===== config.mk =====
export PLATFORM = sky130hd
export DESIGN_NAME = oms_status
export DESIGN_NICKNAME = d
export VERILOG_FILES = /design/src/verilog/oms_sat_counter.v /design/src/verilog/oms_status.v
export VERILOG_INCLUDE_DIRS = /design/src /design/src/verilog
export SDC_FILE = /design/constraint.sdc
export NUM_CORES = 1
export LEC_CHECK = 0
export ABC_AREA = 1
export BUFFER_PORTS_ARGS = -buffer_cell sky130_fd_sc_hd__clkbuf_2
export CAP_MARGIN = 5
export CELL_PAD_IN_SITES_DETAIL_PLACEMENT = 1
export CELL_PAD_IN_SITES_GLOBAL_PLACEMENT = 2
export CORE_MARGIN = 2
export CORE_UTILIZATION = 30
export CTS_BUF_LIST = sky130_fd_sc_hd__clkbuf_8 sky130_fd_sc_hd__clkbuf_16
export CTS_CLUSTER_SIZE = 40
export DETAILED_ROUTE_END_ITERATION = 12
export GPL_TIMING_DRIVEN = 1
export PLACE_DENSITY_LB_ADDON = 0.1
export SYNTH_ARGS = -nofsm -noshare
export SYNTH_HDL_FRONTEND = slang
export SYNTH_HIERARCHICAL = 1
export SYNTH_SLANG_ARGS = --single-unit

===== constraint.sdc =====
create_clock -name SYS_CLK -period 3.2 [get_ports SYS_CLK]
set_clock_uncertainty 0.2 [all_clocks]
set_input_delay 0.48 -clock SYS_CLK [delete_from_list [all_inputs] [get_ports SYS_CLK]]
set_output_delay 0.48 -clock SYS_CLK [all_outputs]
set_load 0.01 [all_outputs]

===== src/verilog/oms_map.vh =====
`ifndef OMS_MAP_VH
`define OMS_MAP_VH

// Register offsets
`define OMS_ADDR_STATUS 8'h14
`define OMS_ADDR_CTRL 8'h40
`define OMS_ADDR_IRQ_STAT 8'h41
`define OMS_ADDR_IRQ_MASK 8'h42

// Status register fields
`define OMS_ERR_BIT 7
`define OMS_CNT_LSB 2
`define OMS_CNT_MSB 6

// Mode codes
`define OMS_MODE_STANDBY 2'h0
`define OMS_MODE_WAKE 2'h1
`define OMS_MODE_SLEEP 2'h2
`define OMS_MODE_TRIG 2'h3

// Control register fields
`define OMS_CTL_ACTIVE 0
`define OMS_CTL_SLEEP 1
`define OMS_CTL_TRIG_EN 2
`define OMS_CTL_WAKE_OUT_EN 3
`define OMS_CTL_WAKE_PIN2 4
`define OMS_CTL_POL 5
`define OMS_CTL_HOLD 6
`define OMS_CTL_RESET 8'h00

// Interrupt status bits
`define OMS_IRQ_MODE 0
`define OMS_IRQ_ERR 1
`define OMS_IRQ_RESET 8'h00

// Buffer operation field code that disables the buffer
`define OMS_BUF_OFF 2'h0
`endif


===== src/verilog/oms_sat_counter.v =====
`timescale 1ns/1ps
// Saturating period counter, cleared on demand
module oms_sat_counter #(
  parameter WIDTH = 5
) (
  input wire clk,
  input wire rst_n,
  input wire clear,
  input wire step,
  output reg [WIDTH-1:0] count
);
  // Saturate so a long-stuck error does not wrap to a small count
  always @(posedge clk or negedge rst_n) begin
    if (!rst_n) begin
      count <= {WIDTH{1'b0}};
    end else if (clear) begin
      count <= {WIDTH{1'b0}};
    end else if (step && (count != {WIDTH{1'b1}})) begin
      count <= count + {{(WIDTH-1){1'b0}}, 1'b1};
    end
  end
endmodule // oms_sat_counter


===== src/verilog/oms_status.v =====
`timescale 1ns/1ps
`include "oms_map.vh"
// Operating mode and buffer hold status block
module oms_status #(
  parameter CNT_W = 5
) (
  input wire SYS_CLK,
  input wire RESETN,
  input wire SOFT_RESET,
  input wire BOOT_CONFIG_PIN,
  input wire MOTION_DETECT_SELECT,
  input wire TRIGGER_IN,
  input wire MEAS_DONE,
  input wire SAMPLE_READY,
  input wire PERIOD_TICK,
  input wire [5:0] BUF_FILL_COUNT,
  input wire BUF_FLUSH,
  input wire [1:0] BUF_OPERATION,
  input wire [7:0] ADDR,
  input wire [7:0] WDATA,
  input wire WR,
  input wire RD,
  output reg [7:0] RDATA,
  output wire [1:0] OPERATING_STATE_FIELD,
  output reg IRQ_PIN_ONE_O,
  output reg IRQ_PIN_ONE_OE,
  output reg IRQ_PIN_TWO_O,
  output reg IRQ_PIN_TWO_OE,
  output reg DEBOUNCE_RESET,
  output wire IRQ
);
  reg [1:0] mode_r;
  reg [1:0] mode_nxt;
  reg boot_pending_r;
  reg boot_high_r;
  reg [7:0] ctrl_r;
  reg [1:0] irq_stat_r;
  reg [1:0] irq_mask_r;
  reg err_r;
  reg err_nxt;
  wire [CNT_W-1:0] gate_cnt;
  wire err_clear;
  wire standby_exit;
  wire mode_change;
  wire err_rise;
  wire trig_allowed;

  // Overview of the block
  // The mode field reports standby, wake, sleep or trigger wait.
  // The status register is read only; a write to it is dropped.
  // Control, interrupt status and mask sit beside it on the port.
  // Control bit 0 makes the block active, else it rests in standby.
  // Control bit 1 picks sleep over wake while active.
  // Control bit 2 turns on the trigger loop while active.
  // Control bit 3 turns on the wake indicator output.
  // Control bit 4 moves the wake indicator to pin two.
  // Control bit 5 sets the level the wake indicator drives.
  // Control bit 6 turns on buffer hold, which can raise the error.
  //
  // Boot handling
  // The strap is sampled once, one edge after reset or soft reset.
  // Sampling once keeps a bouncing strap from moving the mode.
  // Limitation: a strap change without a reset is not seen.
  // A soft reset reloads the control defaults before the strap.
  // With strap and motion select high the block boots active.
  // That keeps the block in wake after boot instead of falling back.
  //
  // Trigger loop
  // While enabled the block waits in the trigger state.
  // A trigger moves it to wake for the measurement.
  // The end of the measurement sends it back to wait.
  // A latched high strap locks the loop out entirely.
  // Trade-off: entering from wake waits for a measurement end.
  // That avoids cutting a measurement that is already running.
  //
  // Debounce reset
  // A single pulse marks every entry into a non-standby state.
  // The pulse lines up with the cycle the new mode is shown.
  // Detectors outside the block clear their counters on it.
  // Two entries on back to back edges give two pulses in a row.
  //
  // Hold error
  // The error rises on a sample while hold is on and not cleared.
  // Every clear condition but leaving standby is a level, not an edge.
  // An empty buffer or buffer off therefore keeps the flag low.
  // Hazard: a clear and a sample in one cycle leave it low.
  // That is intended, since a clear means the buffer is empty.
  // Leaving standby clears it, as the buffer restarts then.
  //
  // Period count
  // Counts output-data periods only while the error stands.
  // Cleared on the rising error and on every clear condition.
  // Saturates at all ones, so a stuck error never wraps.
  // Software that sees all ones knows it lost track of time.
  //
  // Wake indicator
  // The output enable follows the mode the same cycle it shows.
  // Both data outputs carry the polarity level at all times.
  // Only the selected pin has its enable raised.
  // Limitation: pin select changes take effect on the next edge.
  //
  // Interrupts
  // Status bit 0 flags a mode change, bit 1 a rising error.
  // Writing a one clears a bit; a new event in that cycle wins.
  // The interrupt output is a level from registers only.
  // It stays high until every unmasked bit is cleared.
  //
  // Register port
  // Strobes are one cycle and the block never stalls the host.
  // Read data stand in the cycle after the strobe only.
  // Outside that cycle the read data sit at zero.
  // Unmapped addresses read zero and drop writes.
  // Host software polls the mode field to follow transitions.
  //
  // Reset
  // The asynchronous reset clears every register to a constant.
  // Soft reset reruns the boot step on the next edge.
  // Soft reset leaves the hold error and its count alone.
  // The interrupt status keeps its bits across a soft reset.
  // The mask returns to zero so no stale source fires.

  // Boot strap is latched by a clocked process after reset release
  always @(posedge SYS_CLK or negedge RESETN) begin
    if (!RESETN) begin
      boot_pending_r <= 1'b1;
      boot_high_r <= 1'b0;
    end else if (SOFT_RESET) begin
      boot_pending_r <= 1'b1;
    end else if (boot_pending_r) begin
      boot_pending_r <= 1'b0;
      boot_high_r <= BOOT_CONFIG_PIN;
    end
  end

  // Trigger mode is locked out when the boot pin was latched high at boot
  assign trig_allowed = ctrl_r[`OMS_CTL_TRIG_EN] & ~boot_high_r;

  // Next operating state
  always @* begin
    mode_nxt = mode_r;
    if (boot_pending_r) begin
      if (BOOT_CONFIG_PIN && MOTION_DETECT_SELECT) begin
        mode_nxt = `OMS_MODE_WAKE;
      end else begin
        mode_nxt = `OMS_MODE_STANDBY;
      end
    end else if (!ctrl_r[`OMS_CTL_ACTIVE]) begin
      mode_nxt = `OMS_MODE_STANDBY;
    end else if (trig_allowed) begin
      // Wait for trigger, measure in wake, then wait again
      if (mode_r == `OMS_MODE_TRIG) begin
        if (TRIGGER_IN) begin
          mode_nxt = `OMS_MODE_WAKE;
        end
      end else if (mode_r == `OMS_MODE_WAKE) begin
        if (MEAS_DONE) begin
          mode_nxt = `OMS_MODE_TRIG;
        end
      end else begin
        mode_nxt = `OMS_MODE_TRIG;
      end
    end else if (ctrl_r[`OMS_CTL_SLEEP]) begin
      mode_nxt = `OMS_MODE_SLEEP;
    end else begin
      mode_nxt = `OMS_MODE_WAKE;
    end
  end

  // Mode register
  always @(posedge SYS_CLK or negedge RESETN) begin
    if (!RESETN) begin
      mode_r <= `OMS_MODE_STANDBY;
    end else begin
      mode_r <= mode_nxt;
    end
  end

  assign OPERATING_STATE_FIELD = mode_r;
  assign mode_change = (mode_nxt != mode_r);
  assign standby_exit = (mode_r == `OMS_MODE_STANDBY) &&
                        (mode_nxt != `OMS_MODE_STANDBY);

  // One-cycle pulse on entry into any active state
  always @(posedge SYS_CLK or negedge RESETN) begin
    if (!RESETN) begin
      DEBOUNCE_RESET <= 1'b0;
    end else begin
      DEBOUNCE_RESET <= mode_change &&
                        (mode_nxt != `OMS_MODE_STANDBY);
    end
  end

  // Any of the four clear events; buffer off is held as a level
  assign err_clear = (BUF_FILL_COUNT == 6'h00) || BUF_FLUSH ||
                     (BUF_OPERATION == `OMS_BUF_OFF) ||
                     standby_exit;

  // Hold error flag; the clear events all mean the buffer is
  // emptied, so a clear outranks a simultaneous sample
  always @* begin
    err_nxt = err_r;
    if (err_clear) begin
      err_nxt = 1'b0;
    end else if (ctrl_r[`OMS_CTL_HOLD] && SAMPLE_READY) begin
      err_nxt = 1'b1;
    end
  end

  always @(posedge SYS_CLK or negedge RESETN) begin
    if (!RESETN) begin
      err_r <= 1'b0;
    end else begin
      err_r <= err_nxt;
    end
  end

  assign err_rise = err_nxt & ~err_r;

  // Period counter runs only while the error is standing
  oms_sat_counter #(
    .WIDTH(CNT_W)
  ) u_cnt (
    .clk(SYS_CLK),
    .rst_n(RESETN),
    .clear(err_clear | err_rise),
    .step(err_r & PERIOD_TICK),
    .count(gate_cnt)
  );

  // Wake indicator: static level on the chosen pin while in wake
  always @(posedge SYS_CLK or negedge RESETN) begin
    if (!RESETN) begin
      IRQ_PIN_ONE_O <= 1'b0;
      IRQ_PIN_ONE_OE <= 1'b0;
      IRQ_PIN_TWO_O <= 1'b0;
      IRQ_PIN_TWO_OE <= 1'b0;
    end else begin
      IRQ_PIN_ONE_O <= ctrl_r[`OMS_CTL_POL];
      IRQ_PIN_TWO_O <= ctrl_r[`OMS_CTL_POL];
      IRQ_PIN_ONE_OE <= ctrl_r[`OMS_CTL_WAKE_OUT_EN] &&
                        (mode_nxt == `OMS_MODE_WAKE) &&
                        !ctrl_r[`OMS_CTL_WAKE_PIN2];
      IRQ_PIN_TWO_OE <= ctrl_r[`OMS_CTL_WAKE_OUT_EN] &&
                        (mode_nxt == `OMS_MODE_WAKE) &&
                        ctrl_r[`OMS_CTL_WAKE_PIN2];
    end
  end

  // Register writes; the status register takes no write
  always @(posedge SYS_CLK or negedge RESETN) begin
    if (!RESETN) begin
      ctrl_r <= `OMS_CTL_RESET;
      irq_mask_r <= 2'h0;
      irq_stat_r <= 2'h0;
    end else begin
      if (SOFT_RESET) begin
        // Software reset reloads the control defaults
        ctrl_r <= `OMS_CTL_RESET;
        irq_mask_r <= 2'h0;
      end else if (boot_pending_r) begin
        // Strap with motion select boots the block active
        ctrl_r[`OMS_CTL_ACTIVE] <= BOOT_CONFIG_PIN & MOTION_DETECT_SELECT;
      end else if (WR && (ADDR == `OMS_ADDR_CTRL)) begin
        ctrl_r <= WDATA;
      end else if (WR && (ADDR == `OMS_ADDR_IRQ_MASK)) begin
        irq_mask_r <= WDATA[1:0];
      end
      // Set wins over a write-one clear in the same cycle
      if (WR && (ADDR == `OMS_ADDR_IRQ_STAT)) begin
        irq_stat_r <= (irq_stat_r & ~WDATA[1:0]) |
                      {err_rise, mode_change};
      end else begin
        irq_stat_r <= irq_stat_r | {err_rise, mode_change};
      end
    end
  end

  assign IRQ = |(irq_stat_r & irq_mask_r);

  // Read data one cycle after the strobe, zero elsewhere
  always @(posedge SYS_CLK or negedge RESETN) begin
    if (!RESETN) begin
      RDATA <= 8'h00;
    end else if (RD) begin
      if (ADDR == `OMS_ADDR_STATUS) begin
        RDATA <= {err_r, gate_cnt, mode_r};
      end else if (ADDR == `OMS_ADDR_CTRL) begin
        RDATA <= ctrl_r;
      end else if (ADDR == `OMS_ADDR_IRQ_STAT) begin
        RDATA <= {6'h00, irq_stat_r};
      end else if (ADDR == `OMS_ADDR_IRQ_MASK) begin
        RDATA <= {6'h00, irq_mask_r};
      end else begin
        RDATA <= 8'h00;
      end
    end else begin
      RDATA <= 8'h00;
    end
  end
endmodule // oms_status

Word level (Yosys, flattened, before mapping)
Index checks and enable logic that the tools add are counted.
{"block": "totals", "regBits": 34, "input_bits": 36, "out_inout_bits": 16, "wordCells": 94}
{"block": "op_classes", "n_addsub": 1, "eq_ne": 11, "mux": 28, "bitwise_logic": 13, "n_reduce_logical": 27}
{"op": "$mux 8", "n": 5}
{"op": "$mux 2", "n": 15}
{"op": "$eq 8x7->1 const B", "n": 3}
{"op": "$logic_and 1x1->1", "n": 11}
{"op": "$mux 5", "n": 2}
{"op": "$eq 8x5->1 const B", "n": 1}
{"op": "$reduce_bool 2->1", "n": 4}
{"op": "$mux 7", "n": 1}
{"op": "$logic_not 6->1", "n": 1}
{"op": "$add 5x1->5 const B", "n": 1}
{"op": "$mux 1", "n": 5}
{"op": "$ne 5x5->1 const B", "n": 1}
{"op": "$and 1x1->1", "n": 4}
{"op": "$and 2x2->2", "n": 2}
{"op": "$eq 2x1->1 const B", "n": 2}
{"op": "$logic_not 2->1", "n": 2}
{"op": "$ne 2x2->1 const B", "n": 2}
{"op": "$or 2x2->2", "n": 2}
{"op": "$reduce_and 2->1", "n": 2}
{"op": "$logic_or 1x1->1", "n": 3}
{"op": "$not 1->1", "n": 3}
{"op": "$reduce_and 3->1", "n": 1}
{"op": "$reduce_bool 3->1", "n": 1}
{"op": "$eq 2x2->1 const B", "n": 1}
{"op": "other kinds (5)", "n": 5}

Logic depth before layout (Yosys ltp)
{"block": "logic_depth", "word_depth": 13, "depth_mapped": 11, "mapped_depth_nobuf": 11}

By module
Netlist, hierarchy kept.
{"module": "oms_status", "n_inst": 1, "cells_each": 176, "area_per_inst_um2": 1428.9, "seq_area_each_um2": 726.9}
{"module": "oms_sat_counter", "n_inst": 1, "cells_each": 35, "area_per_inst_um2": 266.5, "seq_area_each_um2": 125.1}

Worst setup path before layout
OpenSTA, ideal clock, no wires.
{"block": "synth_path", "path_type": "register to register", "from": "register mode_r[1] (netlist: OPERATING_STATE_FIELD[1])", "to": "register u_cnt.count[0]", "setup_time_ps": 71, "t_arrival_ps": 1321, "required_ps": 2929, "setup_slack_ps": 1608, "stages_incl_launch_ff": 12, "path_buffers": 0, "synth_period_minus_slack_ps": 1592, "cell_sequence": "dfrtp_1 inv_1 nand3_1 nand3_1 nand2_1 nand2_1 nand2_1 nand2_1 o211ai_1 inv_1 nand2_1 nor2_1"}
{"block": "synth_via", "elab_chain_cells": 13, "word_cells_on_any_way": 18, "cone_classes": "eq/ne (2); mux (9); bitwise (2); reduce/logical (5)"}
{"element": "start: declaration", "line": "oms_status.v:32", "source": "reg [1:0] mode_r;"}
{"element": "start signal: assignment", "line": "oms_status.v:172", "source": "mode_r <= `OMS_MODE_STANDBY;"}
{"element": "start signal: assignment", "line": "oms_status.v:174", "source": "mode_r <= mode_nxt;"}
{"element": "$eq 2x1->1 (no source line) or $mux 2 (tied branches)"}
{"element": "$mux 2", "line": "oms_status.v:155", "source": "end else if (mode_r == `OMS_MODE_WAKE) begin"}
{"element": "$mux 2", "line": "oms_status.v:151", "source": "if (mode_r == `OMS_MODE_TRIG) begin"}
{"element": "$mux 2", "line": "oms_status.v:149", "source": "end else if (trig_allowed) begin"}
{"element": "$mux 2", "line": "oms_status.v:147", "source": "end else if (!ctrl_r[`OMS_CTL_ACTIVE]) begin"}
{"element": "$mux 2", "line": "oms_status.v:141", "source": "if (boot_pending_r) begin"}
{"element": "$reduce_bool 2->1 (no source line)"}
{"element": "$logic_and 1x1->1 *", "line": "oms_status.v:180", "source": "assign standby_exit = (mode_r == `OMS_MODE_STANDBY) &&"}
{"element": "$logic_or 1x1->1 *", "line": "oms_status.v:194", "source": "assign err_clear = (BUF_FILL_COUNT == 6'h00) || BUF_FLUSH ||"}
{"element": "$mux 1", "line": "oms_status.v:202", "source": "if (err_clear) begin"}
{"element": "$and 1x1->1", "line": "oms_status.v:217", "source": "assign err_rise = err_nxt & ~err_r;"}
{"element": "$or 1x1->1 *", "line": "oms_status.v:225", "source": ".clear(err_clear | err_rise),"}
{"element": "$mux 5 or $reduce_bool 2->1 (tied branches)"}
{"element": "end signal: assignment", "line": "oms_sat_counter.v:15", "source": "count <= {WIDTH{1'b0}};"}
{"element": "end signal: assignment", "line": "oms_sat_counter.v:17", "source": "count <= {WIDTH{1'b0}};"}
{"element": "end signal: assignment", "line": "oms_sat_counter.v:19", "source": "count <= count + {{(WIDTH-1){1'b0}}, 1'b1};"}
{"element": "end: declaration", "line": "oms_sat_counter.v:10", "source": "output reg [WIDTH-1:0] count"}
Mark *: on every way between the ends. The rest lies on a longest branch, timed or not.
A chain may end at the register's enable or synchronous reset.

Worst setup path after layout
{"block": "layout_path", "from": "input port ADDR[0]", "to": "register ctrl_r[3]"}
{"block": "layout_via", "elab_chain_cells": 4}
{"element": "start: declaration", "line": "oms_status.v:19", "source": "input wire [7:0] ADDR,"}
{"element": "$eq 8x7->1 (no source line)"}
{"element": "$logic_and 1x1->1", "line": "oms_status.v:263", "source": "end else if (WR && (ADDR == `OMS_ADDR_CTRL)) begin"}
{"element": "$reduce_bool 2->1 (no source line)"}
{"element": "$reduce_and 2->1 (no source line)"}
{"element": "end signal: assignment", "line": "oms_status.v:252", "source": "ctrl_r <= `OMS_CTL_RESET;"}
{"element": "end signal: assignment", "line": "oms_status.v:258", "source": "ctrl_r <= `OMS_CTL_RESET;"}
{"element": "end signal: indexed assignment", "line": "oms_status.v:262", "source": "ctrl_r[`OMS_CTL_ACTIVE] <= BOOT_CONFIG_PIN & MOTION_DETECT_SELECT;"}
{"element": "end: declaration", "line": "oms_status.v:36", "source": "reg [7:0] ctrl_r;"}
No other way between the ends.

==> results by stage <==
Drt:
- Across all layers, the routed design uses 1,535 vias.
- The via-per-instance ratio is between 4 and 5.
- The remaining antenna violation count after routing is 0.
- For this block, the initial DRC count from the detailed router was 96.
- The total wirelength of the detailed-routed design is approximately 4400 um.
- The number of search-and-repair iterations in the first detailed-routing pass is 4.
- The residual DRC count is 0.
- The average detailed-routed wire length per instance is 13.1 um.

Finish:
- The area used by multi-input combinational logic is roughly 700 um^2.
- In the final layout, flip-flops and latches occupy around 850 um^2.
- The finished layout holds 340 standard cells, fillers aside.
- The share of post-route cells with drive strength above 1 is around 28%.
- After filler insertion, the fill cell instance count of the layout stands at 706.
- After routing the design area is between 2000 and 2500 um^2.
- The area growth from synthesis to layout is 24.9%.
- The repair_antennas step left the layout with diodes totalling 0.
- The final-stage net count is roughly 300.

Flow run:
- The number of max-cap violations is 0.

Worst setup path:
- The combined buffer and inverter count along the critical path is 1.
- By instance count, the cell type seen most on the critical path is sky130_fd_sc_hd__nor2_1.
- The worst setup path is launched from an input port.
- The cell type group with the largest total delay on the critical path is simple AND/OR/NAND/NOR gates.
- The depth of the worst register-to-register path is 10.
- Of all nets on the critical path, the largest fanout is 12.
- The origin of the critical flop-to-flop path is boot_pending_r.
- The capturing point of the worst reg2reg path is u_cnt/count[0].
- Across all register-to-register paths, the minimum setup slack is roughly 1.4 ns.
- The type of the worst setup path is input port to flop.
- The delay contributed by the slowest stage of the critical path is around 0.48 ns.
- The data arrival time of the critical path is about 1.9 ns.
- Walking the worst path, the cells encountered are clkbuf_2, or2_4, nor3_4, nand2_2, nand2_4, nor2_1, nor2_1.
- The required time at the endpoint of the critical path is between 3 and 4 ns.
- The kind of end point of the critical path is a flop.
- The largest individual stage delay along the critical path comes from the cell sky130_fd_sc_hd__nor3_4.

Timing:
- In the final timing run, aggregate negative setup slack is 0 ns.
- The maximum achievable frequency is 544 MHz.
- The transition time at the pin with the least slew margin is 0.868 ns.
- The count of final hold-check violations was 0.
- The total count of max-transition violations in the final report is 0.
- The number of setup violations in the final report is 0.
- The relative slew slack is ~42%.
- Setup repair after global routing left no endpoint under its margin.
- On the final layout, the worst hold slack is between 0.1 and 0.15 ns.
- The share of the cycle needed by the critical path after routing is between 50% and 60%.
- The post-layout worst setup margin is 1.36 ns.
- The worst path in the final design needs a cycle of 1.84 ns, including I/O delays and setup.

Yosys:
- The largest family of logic cells by synthesized area is simple AND/OR/NAND/NOR gates.
- Of the total synthesized cell area, the portion taken by full adders, half adders and majority gates is 1.48%.
- The multiplexer share of the synthesized area is less than 1%.
- Summing the areas of all xor and xnor instances in the mapped netlist gives less than 1% of the synthesized area.
- Summing the sequential cell areas from Yosys gives around 50% of the chip area.
- The number of nets in the synthesized netlist is between 200 and 250.
- The mapped netlist covers roughly 1700 um^2.
- The commonest register cell after synthesis is sky130_fd_sc_hd__dfrtp_1.
- Synthesis produced between 200 and 250 cells.
- The synthesized design contains 34 register bits.
- In the synthesized netlist the async set-or-reset flop fraction comes to 100%.
- The number of distinct library cells after synthesis is 26.
- For this run, the number of Yosys warnings is 6.
- The number of enable flip-flop cells after synthesis is 0.
- The post-synthesis area per instance is 8.03 um^2.
- The complex-gate fraction of the synthesized area is under 10%.
- The share of synthesized cell area in and, or, nand and nor gates is 30.5%.

Pwr:
- Across the VDD grid, the largest voltage drop is between 0.0001 and 0.00015 V.
- The power density over cell area is a little over 400 nW/um^2.
- The static power due to leakage is roughly 1.1 nW.

Clock tree:
- No sink is reached through more buffers than the 2 on the longest clock path.
- The clock tree root buffer cell is sky130_fd_sc_hd__clkbuf_8.
- For this design, the sink count on the clock tree is 34.
- The clock tree from TritonCTS is built.
- Once the clock tree was built, the setup fixing pass inserted 0 buffers.
- The number of buffers added to fix hold violations after cts is 0.
- The clock edge transition at the registers on the reported setup and hold paths is 0.08 ns.
- TritonCTS created 5 clock buffers.
- In this run the number of H-tree levels came out at 2.
- The quantity of gates resized following cts is 0.
- The clock latency on the worst-skew pair is 0.28 ns.

Global route:
- The first global-routing pass estimated 7620 um of wire.
- The global-route total usage across every layer is 15.8%.
- The via count of the first global-routing pass came to about 1,600.
- Entering global routing, the biggest net connects 35 pins.
- The sum of overflow across all layers after global routing is 0.
- The number of antenna violations at the first check in global routing was 0.

Placement:
- The cell count after placement is 332.
- Routability-driven placement finished with a final weighted congestion of 0.737.
- Summed over all nets, the half-perimeter wirelength after detailed placement is 3450 um.
- Input and output buffers added on the ports amount to 51.
- At the placement stage, the worst setup path has a slack of ~1.0 ns.
- The post-place instance area is around 2000 um^2.

Outcome:
- The flow ran to the end, and the final reports show no timing, DRC or antenna violations.

Die:
- The die covers between 6000 and 7000 um^2.
- The vertical die dimension is between 70 and 80 um.
- The number of placed I/O pins is 52.
- The total area inside the core boundary comes to 5470 um^2.
- Measured along the x axis, the die boundary spans ~79 um.
- The starting density of the core is ~31%.
- In this run the core area contains 27 standard-cell rows.

Min path:
- The worst hold path belongs to the class input port to async pin.
[cells in the final DEF, fill, tap and decap left out, types with 2 or more instances in the layout]
cell type | netlist | layout
sky130_fd_sc_hd__nor2_1 | 34 | 34
sky130_fd_sc_hd__inv_1 | 23 | 23
sky130_fd_sc_hd__nand3_1 | 22 | 22
sky130_fd_sc_hd__inv_2 | 5 | 5
sky130_fd_sc_hd__clkbuf_2 | 0 | 51
sky130_fd_sc_hd__dfrtp_1 | 33 | 33
sky130_fd_sc_hd__o21ai_1 | 13 | 13
sky130_fd_sc_hd__nand2_1 | 44 | 44
sky130_fd_sc_hd__a21oi_1 | 10 | 10
sky130_fd_sc_hd__nor3b_2 | 2 | 2
sky130_fd_sc_hd__o21ai_0 | 4 | 4
sky130_fd_sc_hd__clkbuf_8 | 0 | 6
sky130_fd_sc_hd__ha_1 | 2 | 2
sky130_fd_sc_hd__nand2_2 | 4 | 4
sky130_fd_sc_hd__nand4_1 | 2 | 2
[through the flow]
| stage | utilization (%) | power, mW |
|---|---|---|
| detailed placement | 36.9 | 0.553 |
| global route | 38.7 | 0.936 |
| floorplan | - | 0.502 |
| global placement | 36.9 | 0.552 |
| CTS | 38.7 | 0.894 |
| finish | 38.7 | 0.876 |
[routing by layer]
| layer | wire, um | global-route usage, % | share of wire, % | vias up |
|---|---|---|---|---|
| met5 | 0 | 0 | 0 | - |
| met4 | 15 | 3.62 | 0.34 | 0 |
| met3 | 139 | 4.20 | 3.1 | 2 |
| met2 | 2070 | 24.7 | 47 | 23 |
| met1 | 2220 | 21.8 | 50 | 723 |
| li1 | - | - | - | 787 |
[where the power goes]
group          leakage, nW  switching, mW  internal (mW)
clock               0.0472          0.159          0.173
combinational        0.620         0.0543         0.0358
sequential           0.455         0.0106          0.442
[layout make-up]
class | count | area share, %
clock inverter | 2 | 0.591
inverter | 28 | 4.96
tap | 72 | 4.26
multi-input combinational | 147 | 34.0
timing repair buffer | 51 | 12.1
clock buffer | 6 | 3.90
sequential | 34 | 40.2
[kinds of logic after synthesis]
family	Yosys count
DFF	34
muxes	1
AOI/OAI and AO/OA	30
xor gates and xnor gates	1
adders and majority gates	2
buffers and inverters	30
and+or+nand+nor	113
[synthesized netlist by cell type, types with 2 or more instances]
cell,n,area (um^2)
sky130_fd_sc_hd__nand2_1,44,165
sky130_fd_sc_hd__nor2_1,34,128
sky130_fd_sc_hd__dfrtp_1,33,826
sky130_fd_sc_hd__inv_1,23,86.3
sky130_fd_sc_hd__nand3_1,22,110
sky130_fd_sc_hd__o21ai_1,13,65.1
sky130_fd_sc_hd__a21oi_1,10,50.1
sky130_fd_sc_hd__inv_2,5,18.8
sky130_fd_sc_hd__nand2_2,4,25.0
sky130_fd_sc_hd__o21ai_0,4,20.0
sky130_fd_sc_hd__ha_1,2,25.0
sky130_fd_sc_hd__nand4_1,2,12.5
sky130_fd_sc_hd__nor3b_2,2,25.0
[worst max-delay path by stage]
stage | start | to | slack (ns) | depth (start not counted)
2_1_floorplan | OPERATING_STATE_FIELD[1] | u_cnt/count[0] | 1.61 | 11
4_1_cts | ADDR[0] | ctrl_r[3] | 1.34 | 7
3_3_place_gp | ADDR[0] | ctrl_r[2] | 1.12 | 7
3_5_place_dp | ADDR[0] | ctrl_r[2] | 1.03 | 7
5_1_grt | OPERATING_STATE_FIELD[0] | u_cnt/count[2] | 1.17 | 10
6_report | ADDR[0] | ctrl_r[3] | 1.36 | 7
[state kept, by name, indices dropped and copies added (netlist names)]
register	count
u_cnt/count	5
boot_pending_r	1
IRQ_PIN_TWO_OE	1
DEBOUNCE_RESET	1
IRQ_PIN_ONE_OE	1
IRQ_PIN_TWO_O	1
RDATA	8
OPERATING_STATE_FIELD	2
boot_high_r	1
irq_stat_r	2
irq_mask_r	2
ctrl_r	8
err_r	1
[worst register-to-register path, delay by kind of cell, from the launching register on]
kind | cells | cell delay (ns)
AO/OA/AOI/OAI | 1 | 0.09
flip-flops | 1 | 0.56
AND/OR/NAND/NOR | 7 | 0.62
buffers and inverters | 2 | 0.30
Power figures use the tool's default switching activity.
